[src/verilog/pwq_defines.svh]
// Constants of the single-channel pulse generator with update quirks
`ifndef PWQ_DEFINES_SVH
`define PWQ_DEFINES_SVH
`define PWQ_CNT_W         16
`define PWQ_PRE_W         8
`define PWQ_CNT_ZERO      16'h0000
`define PWQ_CNT_ONE       16'h0001
`define PWQ_PERIOD_RST    16'h0010
`define PWQ_DUTY_RST      16'h0008
`define PWQ_PRE_RST       8'h00
`endif

[src/verilog/pwq_pkg.sv]
// Types of the single-channel pulse generator with update quirks
package pwq_pkg;
  `include "pwq_defines.svh"
  typedef enum logic [1:0]
  {
    PWQ_IDLE  = 2'b00,
    PWQ_FIRST = 2'b01,
    PWQ_RUN   = 2'b11
  } pwq_state_type;
  typedef struct packed
  {
    pwq_state_type           state;
    logic [`PWQ_CNT_W-1:0]   counter;
    logic [`PWQ_CNT_W-1:0]   period;
    logic [`PWQ_CNT_W-1:0]   duty;
    logic [`PWQ_CNT_W-1:0]   pendVal;
    logic                    pendValid;
    logic                    pendIsPeriod;
    logic [`PWQ_PRE_W-1:0]   preCnt;
    logic                    tickSeen;
    logic                    enabledFlag;
    logic                    outLvl;
    logic                    upDown;
    logic                    periodDone;
  } pwq_regs_type;
endpackage

[src/verilog/pwq_channel.sv]
// One pulse width channel with its update, start value and status quirks
`timescale 1ns/100ps
`include "pwq_defines.svh"
// What this block does
// - Update write applies at once while channel counter is 0 or 1.
// - With channel period 0, period updates are never applied.
// - Left-aligned counter starts at 0 first period, then at 1.
// - Duty 0 centered, or 0 or 1 left, may invert the waveform.
// - Disable before one channel clock period: output off, enabled flag stays 1.
module pwq_channel
#(
  parameter int CntW = `PWQ_CNT_W,
  parameter int PreW = `PWQ_PRE_W
)
(
  // Clock and reset
  input  wire logic                clk,
  input  wire logic                rstn,
  // Control
  input  wire logic                chanEnable,
  input  wire logic                chanDisable,
  input  wire logic                centerAligned,
  input  wire logic                polarityHigh,
  input  wire logic [PreW-1:0]     clockDivide,
  // Direct writes and the update write
  input  wire logic                periodWrite,
  input  wire logic                dutyWrite,
  input  wire logic                updateWrite,
  input  wire logic                updateIsPeriod,
  input  wire logic [CntW-1:0]     writeData,
  // Status and output
  output logic [CntW-1:0]          channelCounter,
  output logic [CntW-1:0]          channelPeriod,
  output logic [CntW-1:0]          channelDuty,
  output logic                     channelEnabledFlag,
  output logic                     periodDone,
  output logic                     pwmOut
);
  import pwq_pkg::*;

  pwq_regs_type regs_q;
  pwq_regs_type regs_d;

  function automatic logic cntLow(input logic [CntW-1:0] c);
    cntLow = (c == `PWQ_CNT_ZERO) || (c == `PWQ_CNT_ONE);
  endfunction

  always_comb
  begin
    logic            tick;
    logic            boundary;
    logic            doUpdate;
    logic [CntW-1:0] nextCnt;
    tick         = 1'b0;
    boundary     = 1'b0;
    doUpdate     = 1'b0;
    nextCnt      = regs_q.counter;
    regs_d       = regs_q;
    regs_d.periodDone = 1'b0;

    // Channel clock prescaler
    if (regs_q.state != PWQ_IDLE)
    begin
      if (regs_q.preCnt >= clockDivide)
      begin
        regs_d.preCnt = '0;
        tick          = 1'b1;
      end
      else
      begin
        regs_d.preCnt = regs_q.preCnt + 1'b1;
      end
    end

    unique case (regs_q.state)
      PWQ_IDLE:
      begin
        if (chanEnable)
        begin
          regs_d.state       = PWQ_FIRST;
          regs_d.counter     = `PWQ_CNT_ZERO;
          regs_d.upDown      = 1'b0;
          regs_d.preCnt      = '0;
          regs_d.tickSeen    = 1'b0;
          regs_d.enabledFlag = 1'b1;
        end
      end
      PWQ_FIRST, PWQ_RUN:
      begin
        if (tick)
        begin
          regs_d.tickSeen = 1'b1;
          if (centerAligned)
          begin
            if (!regs_q.upDown)
            begin
              if (regs_q.counter >= regs_q.period)
              begin
                regs_d.upDown = 1'b1;
                nextCnt       = regs_q.counter - 1'b1;
              end
              else
              begin
                nextCnt = regs_q.counter + 1'b1;
              end
            end
            else if (regs_q.counter <= `PWQ_CNT_ONE)
            begin
              boundary      = 1'b1;
              regs_d.upDown = 1'b0;
              nextCnt       = `PWQ_CNT_ZERO;
            end
            else
            begin
              nextCnt = regs_q.counter - 1'b1;
            end
          end
          else if (regs_q.counter >= regs_q.period)
          begin
            boundary = 1'b1;
            nextCnt  = `PWQ_CNT_ONE;
          end
          else
          begin
            nextCnt = regs_q.counter + 1'b1;
          end
          regs_d.counter = nextCnt;
          if (boundary)
          begin
            regs_d.state = PWQ_RUN;
            regs_d.periodDone = 1'b1;
          end
        end
        // Output comparison; extreme duty values fall out inverted
        regs_d.outLvl = (regs_q.counter < regs_q.duty) ? polarityHigh : ~polarityHigh;
        if (chanDisable)
        begin
          regs_d.state   = PWQ_IDLE;
          regs_d.outLvl  = 1'b0;
          regs_d.counter = `PWQ_CNT_ZERO;
          if (regs_q.tickSeen)
          begin
            regs_d.enabledFlag = 1'b0;
          end
          // Early disable leaves the flag stuck at 1
        end
      end
      default:
      begin
        regs_d.state = PWQ_IDLE;
      end
    endcase

    // Update write: captured, or applied at once at low counter values
    if (updateWrite)
    begin
      if (cntLow(regs_q.counter))
      begin
        doUpdate = 1'b1;
        regs_d.pendValid = 1'b0;
      end
      else
      begin
        regs_d.pendValid = 1'b1;
      end
      regs_d.pendVal      = writeData;
      regs_d.pendIsPeriod = updateIsPeriod;
    end
    else if (boundary && regs_q.pendValid)
    begin
      doUpdate         = 1'b1;
      regs_d.pendValid = 1'b0;
    end

    if (doUpdate)
    begin
      if (regs_d.pendIsPeriod)
      begin
        if (regs_q.period != `PWQ_CNT_ZERO)
        begin
          regs_d.period = regs_d.pendVal;
        end
      end
      else
      begin
        regs_d.duty = regs_d.pendVal;
      end
    end

    // Direct writes, taken only while the channel is stopped
    if (regs_q.state == PWQ_IDLE)
    begin
      if (periodWrite)
      begin
        regs_d.period = writeData;
      end
      if (dutyWrite)
      begin
        regs_d.duty = writeData;
      end
    end
  end

  always_ff @(posedge clk or negedge rstn)
  begin
    if (!rstn)
    begin
      regs_q <= '{state: PWQ_IDLE, counter: `PWQ_CNT_ZERO, period: `PWQ_PERIOD_RST,
                  duty: `PWQ_DUTY_RST, pendVal: `PWQ_CNT_ZERO, pendValid: 1'b0,
                  pendIsPeriod: 1'b0, preCnt: `PWQ_PRE_RST, tickSeen: 1'b0,
                  enabledFlag: 1'b0, outLvl: 1'b0, upDown: 1'b0, periodDone: 1'b0};
    end
    else
    begin
      regs_q <= regs_d;
    end
  end

  assign channelCounter     = regs_q.counter;
  assign channelPeriod      = regs_q.period;
  assign channelDuty        = regs_q.duty;
  assign channelEnabledFlag = regs_q.enabledFlag;
  assign periodDone         = regs_q.periodDone;
  assign pwmOut             = regs_q.outLvl;
endmodule

[config.mk]
export PLATFORM = sky130hd
export DESIGN_NAME = pwq_channel
export DESIGN_NICKNAME = d
export VERILOG_FILES = /design/src/verilog/pwq_pkg.sv /design/src/verilog/pwq_channel.sv
export VERILOG_INCLUDE_DIRS = /design/src /design/src/verilog
export SDC_FILE = /design/constraint.sdc
export NUM_CORES = 1
export LEC_CHECK = 0
export ABC_AREA = 0
export BUFFER_PORTS_ARGS = -buffer_cell sky130_fd_sc_hd__buf_4
export CAP_MARGIN = 20
export CELL_PAD_IN_SITES_DETAIL_PLACEMENT = 1
export CELL_PAD_IN_SITES_GLOBAL_PLACEMENT = 2
export CORE_MARGIN = 2
export CORE_UTILIZATION = 38
export DETAILED_ROUTE_END_ITERATION = 6
export PLACE_DENSITY = 0.94
export SYNTH_ARGS = -nofsm -noshare
export SYNTH_HDL_FRONTEND = slang
export SYNTH_SLANG_ARGS = --single-unit
[constraint.sdc]
create_clock -name clk -period 6.4 [get_ports clk]
set_input_delay 0.32 -clock clk [delete_from_list [all_inputs] [get_ports clk]]
set_output_delay 0.32 -clock clk [all_outputs]
set_load 0.01 [all_outputs]
==> flow_summary.toml, run 1 <==
[status]
status = "complete, no violations"

[clock_network]
insertion_delay_ns = 0.35
h-tree-depth = 3
cts-resized-gates = 0
cts-root-buf = "clkbuf_16"
cts_tree = "done"
clockBufferDepth = 2
numCtsBuffers = 9
path_clk_slew_ns = 0.07
clock-sinks = 81

[synthesis]
yosys.area_share.xor_xnor = 0.0196
synth_top_area_cell = "dfrtp_1"
ys_top_cells_by_count = "dfrtp_1, nand2_1, inv_1, buf_4, ha_1"
netlist_area_sq_um = 5810
synthFlopType = "dfrtp_1"
ys.warnings.count = 0
synth_most_common_cell = "dfrtp_1"
synthAdderAreaFrac = 0.0948
synth_edf_count = 0
synth_cells = 646
yosys.area_share.simple = 0.168
async_flop_share = 1.00
yosysSeqAreaShare = 0.349
synth_mux_area_frac = 0.0847
ys_ff_latch = 81
synth_top_area_frac = 0.340
syn_area_per_cell_sq_um = 8.99
synthesis.nets = 724
yosysUniqueCellTypes = 68
synthTopCellsByArea = "dfrtp_1, ha_1, buf_4"
synth_top_family_by_area = "simple AND/OR/NAND/NOR gates"
synth_compound_area_frac = 0.165

[floorplanning]
coreArea_sq_um = 15100
dieArea_sq_um = 16300
die_h_microns = 128
die-width_microns = 128
rows = 45
ios = 85
start_util = 0.385

[worst_setup_path]
crit_family = "compound AO/OA/AOI/OAI gates"
worst-setup-path-type = "reg -> reg"
r2r_end = "channelDuty[0]$_DFF_PN0_"
cp.required_ns = 6.61
critPathBufInv = 1
slowest_stage = "a2bb2oi_4"
crit_fanout = 16
r2r_setup_slack_ns = 3.03
slowest_delay_ns = 0.68
startpoint_type = "flip-flop"
path_depth = 9
crit_arrival_ns = 3.57
worstSetupEndpointType = "flip-flop"
cp_cell_sequence = "inv_1 -> ha_1 -> nand2b_1 -> a2111oi_0 -> o31a_2 -> o211ai_2 -> a2bb2oi_4 -> mux2i_1 -> o21ai_1"
crit_path_start = "channelCounter[0]$_DFFE_PN0P_"
worstRegToRegCells = 9
reg2reg_from = "channelCounter[0]$_DFFE_PN0P_"
endpoint = "channelDuty[0]$_DFF_PN0_"

[detailed_routing]
drt_iter0_drc = 214
wl_microns = 17200
vias = 4891
drc = 0
ant_nets = 0
firstDrtPassIters = 4
wl_per_cell_microns = 19.9
via_per_inst = 5.65

[flow_run]
drv_cap = 0

[placement]
portBuffers = 84
dpl_worst_slack_ns = 3.13
dp_hpwl_microns = 12800
place.gp.congestion = 0.850

[timing]
finClkSkew_ns = 0.00707
hold_violations = 0
min_period_over_period = 0.526
rsz0062_at_grt = "no"
timing.fmax_ghz = 0.297
tightest_slew_ns = 1.02
timing.final.ws_setup_ns = 3.03
maxSlewHeadroom = 0.316
period_needed_ns = 3.37
drv_slew = 0
fin_tns_setup_ns = 0
setup_violations = 0

[power]
p_leak_nw = 3.26
irDropWorstVdd_mv = 0.145
power_density_nw_per_um2 = 379

[global_route]
track_usage = 0.218
grt_pass1_vias = 5250
grt_overflow = 0
grt_max_degree = 46
antenna_found_initial = 0
grt_pass1_wl_microns = 28000

[finish]
num_antenna_cells = 0
area_growth_pct = 12.9
final_nets = 751
drive_gt1_frac = 0.202
multiInputGateArea_sq_um = 3090
regArea_sq_um = 2030
fillers = 1756

[min_path]
hold_path_class = "in -> reg"
==> layout make-up <==
type,instances,share of cell area
clock buffers,9,0.0343
repair buffers,90,0.105
multi-input cells,438,0.471
flip-flops and latches,81,0.309
well taps,188,0.0359
clock inverters,7,0.0143
inverters,53,0.0303
==> per-stage QoR <==
stage / hold WS (ns) / power, mW / instance area (sq um) / cells / utilization
after floorplan: 0.0244 / 1.60 / 5810 / 646 / -
after global placement: 0.338 / 1.86 / 6210 / 848 / 0.412
after detailed placement: 0.336 / 1.92 / 6230 / 849 / 0.413
after CTS: 0.185 / 2.50 / 6560 / 866 / 0.435
after global routing: 0.195 / 2.65 / 6560 / 866 / 0.435
final: 0.194 / 2.48 / 6560 / 866 / 0.435
==> worst min-delay path by stage <==
stage,from,to,slack (ns),depth (start not counted)
floorplan,rstn,channelCounter[0]$_DFFE_PN0P_,0.02,0
global placement,rstn,channelCounter[1]$_DFFE_PN0P_,0.34,1
detailed placement,rstn,regs_q[5]$_DFF_PN0_,0.34,1
CTS,chanDisable,channelEnabledFlag$_DFFE_PN0P_,0.19,2
global route,chanDisable,channelEnabledFlag$_DFFE_PN0P_,0.20,2
finish,chanDisable,channelEnabledFlag$_DFFE_PN0P_,0.19,2
==> report_power, final <==
group	total [mW]	switching, mW	leakage [nW]	internal [mW]
logic	1.09	0.608	2.09	0.484
clock network	0.568	0.226	0.152	0.342
registers	0.821	0.181	1.02	0.640
==> per-layer routing <==
metal | GRT usage | vias to the layer above | wire (microns)
met1 | 0.283 | 2459 | 7680
met4 | 0.0711 | 0 | 349
met5 | 0 | - | 0
li1 | - | 2307 | -
met2 | 0.371 | 104 | 8540
met3 | 0.0381 | 21 | 658
==> repair_timing <==
item	in CTS	in global routing
hold buffers	1	0
setup endpoints to repair	0	0
buffers inserted	0	0
endpoints found under the hold margin	36	0
==> cells by family (layout without fill, tap and decap cells) <==
family,count (synthesis),count (layout)
mux,47,47
flops,81,81
buf+inv,127,159
compound gates,138,138
xor+xnor,13,13
fa+ha+maj,44,44
simple gates,196,196
==> cells in the final DEF, fill, tap and decap left out, types with 20 or more instances in the layout <==
master,netlist,routed
buf_4,49,88
dfrtp_1,79,79
nand2_1,64,64
inv_1,53,53
ha_1,44,44
nor2_1,39,39
o21ai_1,31,31
mux2i_1,30,30
a21oi_1,23,23
nand3_1,20,20
==> state kept, by name, indices dropped and copies added, names as in the netlist <==
| name | flops |
|---|---|
| channelPeriod | 16 |
| channelEnabledFlag | 1 |
| channelDuty | 16 |
| pwmOut | 1 |
| channelCounter | 16 |
| regs_q | 30 |
| periodDone | 1 |
No activity file was read; power rests on OpenSTA's default activity.
==> inputs of run 2 (changes only) <==
--- a/config.mk
+++ b/config.mk
@@ -12,9 +12,9 @@
 export CELL_PAD_IN_SITES_DETAIL_PLACEMENT = 1
 export CELL_PAD_IN_SITES_GLOBAL_PLACEMENT = 2
 export CORE_MARGIN = 2
-export CORE_UTILIZATION = 38
+export CORE_UTILIZATION = 36
 export DETAILED_ROUTE_END_ITERATION = 6
-export PLACE_DENSITY = 0.94
+export PLACE_DENSITY = 0.9
 export SYNTH_ARGS = -nofsm -noshare
 export SYNTH_HDL_FRONTEND = slang
 export SYNTH_SLANG_ARGS = --single-unit
==> constraint.sdc (replaced) <==
create_clock -name clk -period 3.3 [get_ports clk]
set_input_delay 0.165 -clock clk [delete_from_list [all_inputs] [get_ports clk]]
set_output_delay 0.165 -clock clk [all_outputs]
set_load 0.01 [all_outputs]
==> flow_summary.toml, run 2 (same netlist as run 1, synthesis figures left out) <==
[power]
clkPwrFrac = 0.241
p_seq_frac = 0.301
switching_power_mw = 2.00
p_leak_nw = 3.41
power_density_nw_per_um2 = 737
sw_frac_of_total = 0.397
p_comb_frac = 0.458
totalPowerFinal_mw = 5.03
irDropWorstVdd_mv = 0.294
p_int_mw = 3.03

[placement]
portBuffers = 84
place.gp.congestion = 0.882
dp_hpwl_microns = 13800

[timing]
tightest_slew_ns = 0.888
drv_slew = 0
timing.fmax_ghz = 0.323
setup_violations = 0
fin_tns_setup_ns = 0
maxSlewHeadroom = 0.408
period_needed_ns = 3.10
min_period_over_period = 0.939
rsz0062_at_grt = "no"
finClkSkew_ns = 0.00527
hold_violations = 0

[floorplanning]
coreArea_sq_um = 15800
rows = 46
ios = 85
die-width_microns = 131
dieArea_sq_um = 17200
die_h_microns = 131
start_util = 0.367

[worst_setup_path]
worst-setup-path-type = "reg -> reg"
worstSetupEndpointType = "flip-flop"
worstRegToRegCells = 9
reg2reg_from = "channelCounter[0]$_DFFE_PN0P_"
crit_path_start = "channelCounter[0]$_DFFE_PN0P_"
crit_arrival_ns = 3.32
r2r_setup_slack_ns = 0.20
endpoint = "channelCounter[2]$_DFFE_PN0P_"
crit_fanout = 8
cp.required_ns = 3.52
r2r_end = "channelCounter[2]$_DFFE_PN0P_"
startpoint_type = "flip-flop"

[clock_network]
numCtsBuffers = 9
clock-sinks = 81
cts_tree = "done"
clockBufferDepth = 2
h-tree-depth = 3
path_clk_slew_ns = 0.06
cts-root-buf = "clkbuf_16"
insertion_delay_ns = 0.35

[global_route]
grt_max_degree = 82
grt_pass1_vias = 5327
grt-busiest-layer = "met2"
grt_pass1_wl_microns = 28600
track_usage = 0.218
use_met2 = 0.354
antenna_found_initial = 0
grtUsageMet3 = 0.0476
grt_use_met1 = 0.288
grt_overflow = 0

[finish]
regArea_sq_um = 2030
area_growth_pct = 17.5
largest_register_ffs = 30
regMostFlops = "regs_q"
num_antenna_cells = 0
multiInputGateArea_sq_um = 3100
fillers = 1852
final_nets = 774
mostFrequentLayoutCell = "buf_4"
drive_gt1_frac = 0.227
layout_common_cells = "buf_4, dfrtp_1, nand2_1"

[min_path]
hold_depth = 2
hold_path_class = "in -> reg"

[flow_run]
drv_cap = 0

[detailed_routing]
wl_per_cell_microns = 19.6
drt_iter0_drc = 319
wl_microns = 17900
ant_nets = 0
firstDrtPassIters = 4
drc = 0
via_per_inst = 5.46
vias = 5010

[status]
status = "complete, no violations"
[run 2: cell count changes in the layout (fill, tap and decap cells not counted), moves of 2 or more]
| cell | before | now |
|---|---|---|
| buf_4 | 88 | 111 |
| clkbuf_8 | 0 | 2 |
| clkinv_2 | 2 | 0 |
| clkinvlp_4 | 2 | 0 |
[run 2: area by class of cell]
cell class / count / share of cell area
Multi-Input combinational cell: 438 / 0.454
Tap cell: 216 / 0.0396
Inverter: 53 / 0.0291
Sequential cell: 81 / 0.297
Clock buffer: 12 / 0.0376
Clock inverter: 4 / 0.0145
Timing Repair Buffer: 113 / 0.128
[run 2: what timing repair did]
item | 4_1_cts | 5_1_grt
resized for setup | 0 | 1
setup endpoints to repair | 0 | 6
hold buffers | 0 | 1
hold endpoints to repair | 0 | 11
setup buffers | 0 | 0
[run 2: layer usage]
layer	routed length, microns	vias to the layer above
li1	-	2346
met1	8050	2519
met2	8660	119
met3	876	26
met4	355	0
met5	0	-
[run 2: worst max-delay path: stages, from the launching register on]
cell,delay (ns)
dfrtp_1,0.47
inv_1,0.10
ha_1,0.29
nand2b_1,0.13
a2111oi_0,0.60
o31ai_1,0.21
a21boi_1,0.37
a21oi_1,0.34
a221oi_1,0.35
a211oi_1,0.10
[run 2: power groups by stage]
stage          sequential, mW  combinational, mW  clock [mW]
6_report                 1.51               2.30        1.21
2_1_floorplan            1.44               1.67           0
3_5_place_dp             1.53               2.28           0
3_3_place_gp             1.51               2.18           0
4_1_cts                  1.51               2.31        1.23
5_1_grt                  1.55               2.54        1.27
[run 2: worst min-delay path by stage]
| stage | start | endpoint | slack [ns] |
|---|---|---|---|
| 2_1_floorplan | rstn | channelCounter[0]$_DFFE_PN0P_ | -0.13 |
| 3_3_place_gp | chanDisable | channelEnabledFlag$_DFFE_PN0P_ | 0.36 |
| 3_5_place_dp | chanDisable | channelEnabledFlag$_DFFE_PN0P_ | 0.38 |
| 4_1_cts | chanDisable | channelEnabledFlag$_DFFE_PN0P_ | 0.02 |
| 5_1_grt | chanDisable | channelEnabledFlag$_DFFE_PN0P_ | 0.04 |
| 6_report | chanDisable | channelEnabledFlag$_DFFE_PN0P_ | 0.02 |
[run 2: per-stage QoR]
| step | util | setup slack (ns) | hold WS [ns] | area, sq um | cells |
|---|---|---|---|---|---|
| floorplan | - | 0.533 | -0.131 | 5810 | 646 |
| global placement | 0.406 | 0.325 | 0.364 | 6420 | 899 |
| detailed placement | 0.406 | 0.198 | 0.380 | 6420 | 899 |
| CTS | 0.428 | 0.174 | 0.0201 | 6780 | 915 |
| global route | 0.431 | 0.0277 | 0.0357 | 6830 | 917 |
| finish | 0.431 | 0.200 | 0.0219 | 6830 | 917 |
==> inputs of run 3 (changes only) <==
--- a/config.mk
+++ b/config.mk
@@ -11,10 +11,11 @@
 export CAP_MARGIN = 20
 export CELL_PAD_IN_SITES_DETAIL_PLACEMENT = 1
 export CELL_PAD_IN_SITES_GLOBAL_PLACEMENT = 2
+export CORE_ASPECT_RATIO = 0.6
 export CORE_MARGIN = 2
 export CORE_UTILIZATION = 36
 export DETAILED_ROUTE_END_ITERATION = 6
-export PLACE_DENSITY = 0.9
+export PLACE_DENSITY_LB_ADDON = 0.1
 export SYNTH_ARGS = -nofsm -noshare
 export SYNTH_HDL_FRONTEND = slang
 export SYNTH_SLANG_ARGS = --single-unit
==> flow_summary.toml, run 3 (same netlist as run 1, synthesis figures left out) <==
[status]
status = "complete, no violations"

[timing]
rsz0062_at_grt = "no"
tightest_slew_ns = 1.00
drv_slew = 0
setup_violations = 0
min_period_over_period = 0.928
fin_tns_setup_ns = 0
finClkSkew_ns = 0.0122
hold_violations = 0
timing.fmax_ghz = 0.327
maxSlewHeadroom = 0.332
period_needed_ns = 3.06

[floorplanning]
ios = 85
dieArea_sq_um = 17200
die_h_microns = 102
die-width_microns = 168
coreArea_sq_um = 15500
rows = 35
start_util = 0.374

[placement]
place.gp.congestion = 0.894
dp_cells = 892
portBuffers = 84
dp_hpwl_microns = 14700

[finish]
num_antenna_cells = 0
area_growth_pct = 17.2
regMostFlops = "regs_q"
largest_register_ffs = 30
fillers = 1816
final_nets = 780
mostFrequentLayoutCell = "buf_4"
drive_gt1_frac = 0.233
fin_cells = 910
layout_common_cells = "buf_4, dfrtp_1, nand2_1"

[worst_setup_path]
crit_arrival_ns = 3.27
crit_fanout = 8
worstSetupEndpointType = "flip-flop"
worst-setup-path-type = "reg -> reg"
startpoint_type = "flip-flop"
cp.required_ns = 3.51

[global_route]
grt_pass1_vias = 5179
track_usage = 0.229
grt_max_degree = 82
antenna_found_initial = 0
grt_pass1_wl_microns = 30200
grt_overflow = 0

[power]
irDropWorstVdd_mv = 0.312
p_leak_nw = 3.41
power_density_nw_per_um2 = 733
totalPowerFinal_mw = 4.99

[clock_network]
insertion_delay_ns = 0.34
h-tree-depth = 3
numCtsBuffers = 9
post-cts-setup-buffer-count = 0
clock-sinks = 81
clockBufferDepth = 2
cts_tree = "done"
path_clk_slew_ns = 0.07
cts-root-buf = "clkbuf_16"

[detailed_routing]
top_layer_used = "met4"
drc = 0
ant_nets = 0
route.met3.wl_microns = 1090
drt_iter0_drc = 294
vias = 5005
via_per_inst = 5.50
firstDrtPassIters = 4
wl_met1_microns = 9730
wl_per_cell_microns = 20.9
wl_microns = 19000
wl_met2_microns = 8000

[min_path]
hold_path_class = "in -> reg"

[flow_run]
drv_cap = 0
## run 3: final cells by class
type | count | area, sq um | area share
Inverter | 53 | 199 | 0.0292
Clock inverter | 5 | 62.6 | 0.00919
Multi-Input combinational cell | 438 | 3090 | 0.454
Timing Repair Buffer | 119 | 928 | 0.136
Sequential cell | 81 | 2030 | 0.298
Tap cell | 203 | 254 | 0.0373
Clock buffer | 11 | 243 | 0.0357
## run 3: path summary, 6_finish.rpt
kind                                                  endpoint                           from  cells past startpoint  slack, ns
worst max-delay path             channelCounter[2]$_DFFE_PN0P_  channelCounter[0]$_DFFE_PN0P_                      9       0.24
worst min-delay path            channelEnabledFlag$_DFFE_PN0P_                    chanDisable                      2       0.02
worst max register to register   channelCounter[2]$_DFFE_PN0P_  channelCounter[0]$_DFFE_PN0P_                      9       0.24
worst min register to register  channelEnabledFlag$_DFFE_PN0P_          regs_q[4]$_DFFE_PN0P_                      1       0.49
max in group asynchronous             channelDuty[3]$_DFF_PN1_                           rstn                      3       2.41
min in group asynchronous                  regs_q[7]$_DFF_PN0_                           rstn                      2       0.23
## run 3: worst max-delay path, cell delays in order (launching register included)
cell,delay (ns)
dfrtp_1,0.47
inv_1,0.10
ha_1,0.29
nand2b_1,0.15
a2111oi_1,0.54
o31ai_1,0.21
a21boi_1,0.40
a21oi_1,0.36
a221oi_1,0.32
a211oi_1,0.09
## run 3: routing by layer
layer / vias to the layer above / global-route usage
met5: - / 0
met4: 0 / 0.0468
met3: 13 / 0.0442
met2: 118 / 0.343
met1: 2516 / 0.343
li1: 2358 / -
## run 3: power by group
part	switching [mW]	total [mW]	internal (mW)
sequential	0.269	1.51	1.24
clock	0.455	1.07	0.613
combinational	1.36	2.41	1.05
total	2.09	4.99	2.90
## run 3: metrics by stage
| step | utilization | hold slack (ns) | setup slack [ns] | instance area (sq um) |
|---|---|---|---|---|
| 2_1_floorplan | - | -0.131 | 0.533 | 5810 |
| 3_3_place_gp | 0.416 | 0.365 | 0.335 | 6460 |
| 3_5_place_dp | 0.416 | 0.380 | 0.269 | 6460 |
| 4_1_cts | 0.435 | 0.0163 | 0.233 | 6770 |
| 5_1_grt | 0.438 | 0.0290 | 0.0686 | 6810 |
| 6_report | 0.438 | 0.0165 | 0.239 | 6810 |
## run 3: what timing repair did
item	4_1_cts	5_1_grt
hold buffers	0	1
endpoints found under the setup margin	0	6
gates resized for setup	0	1
hold endpoints to repair	0	15
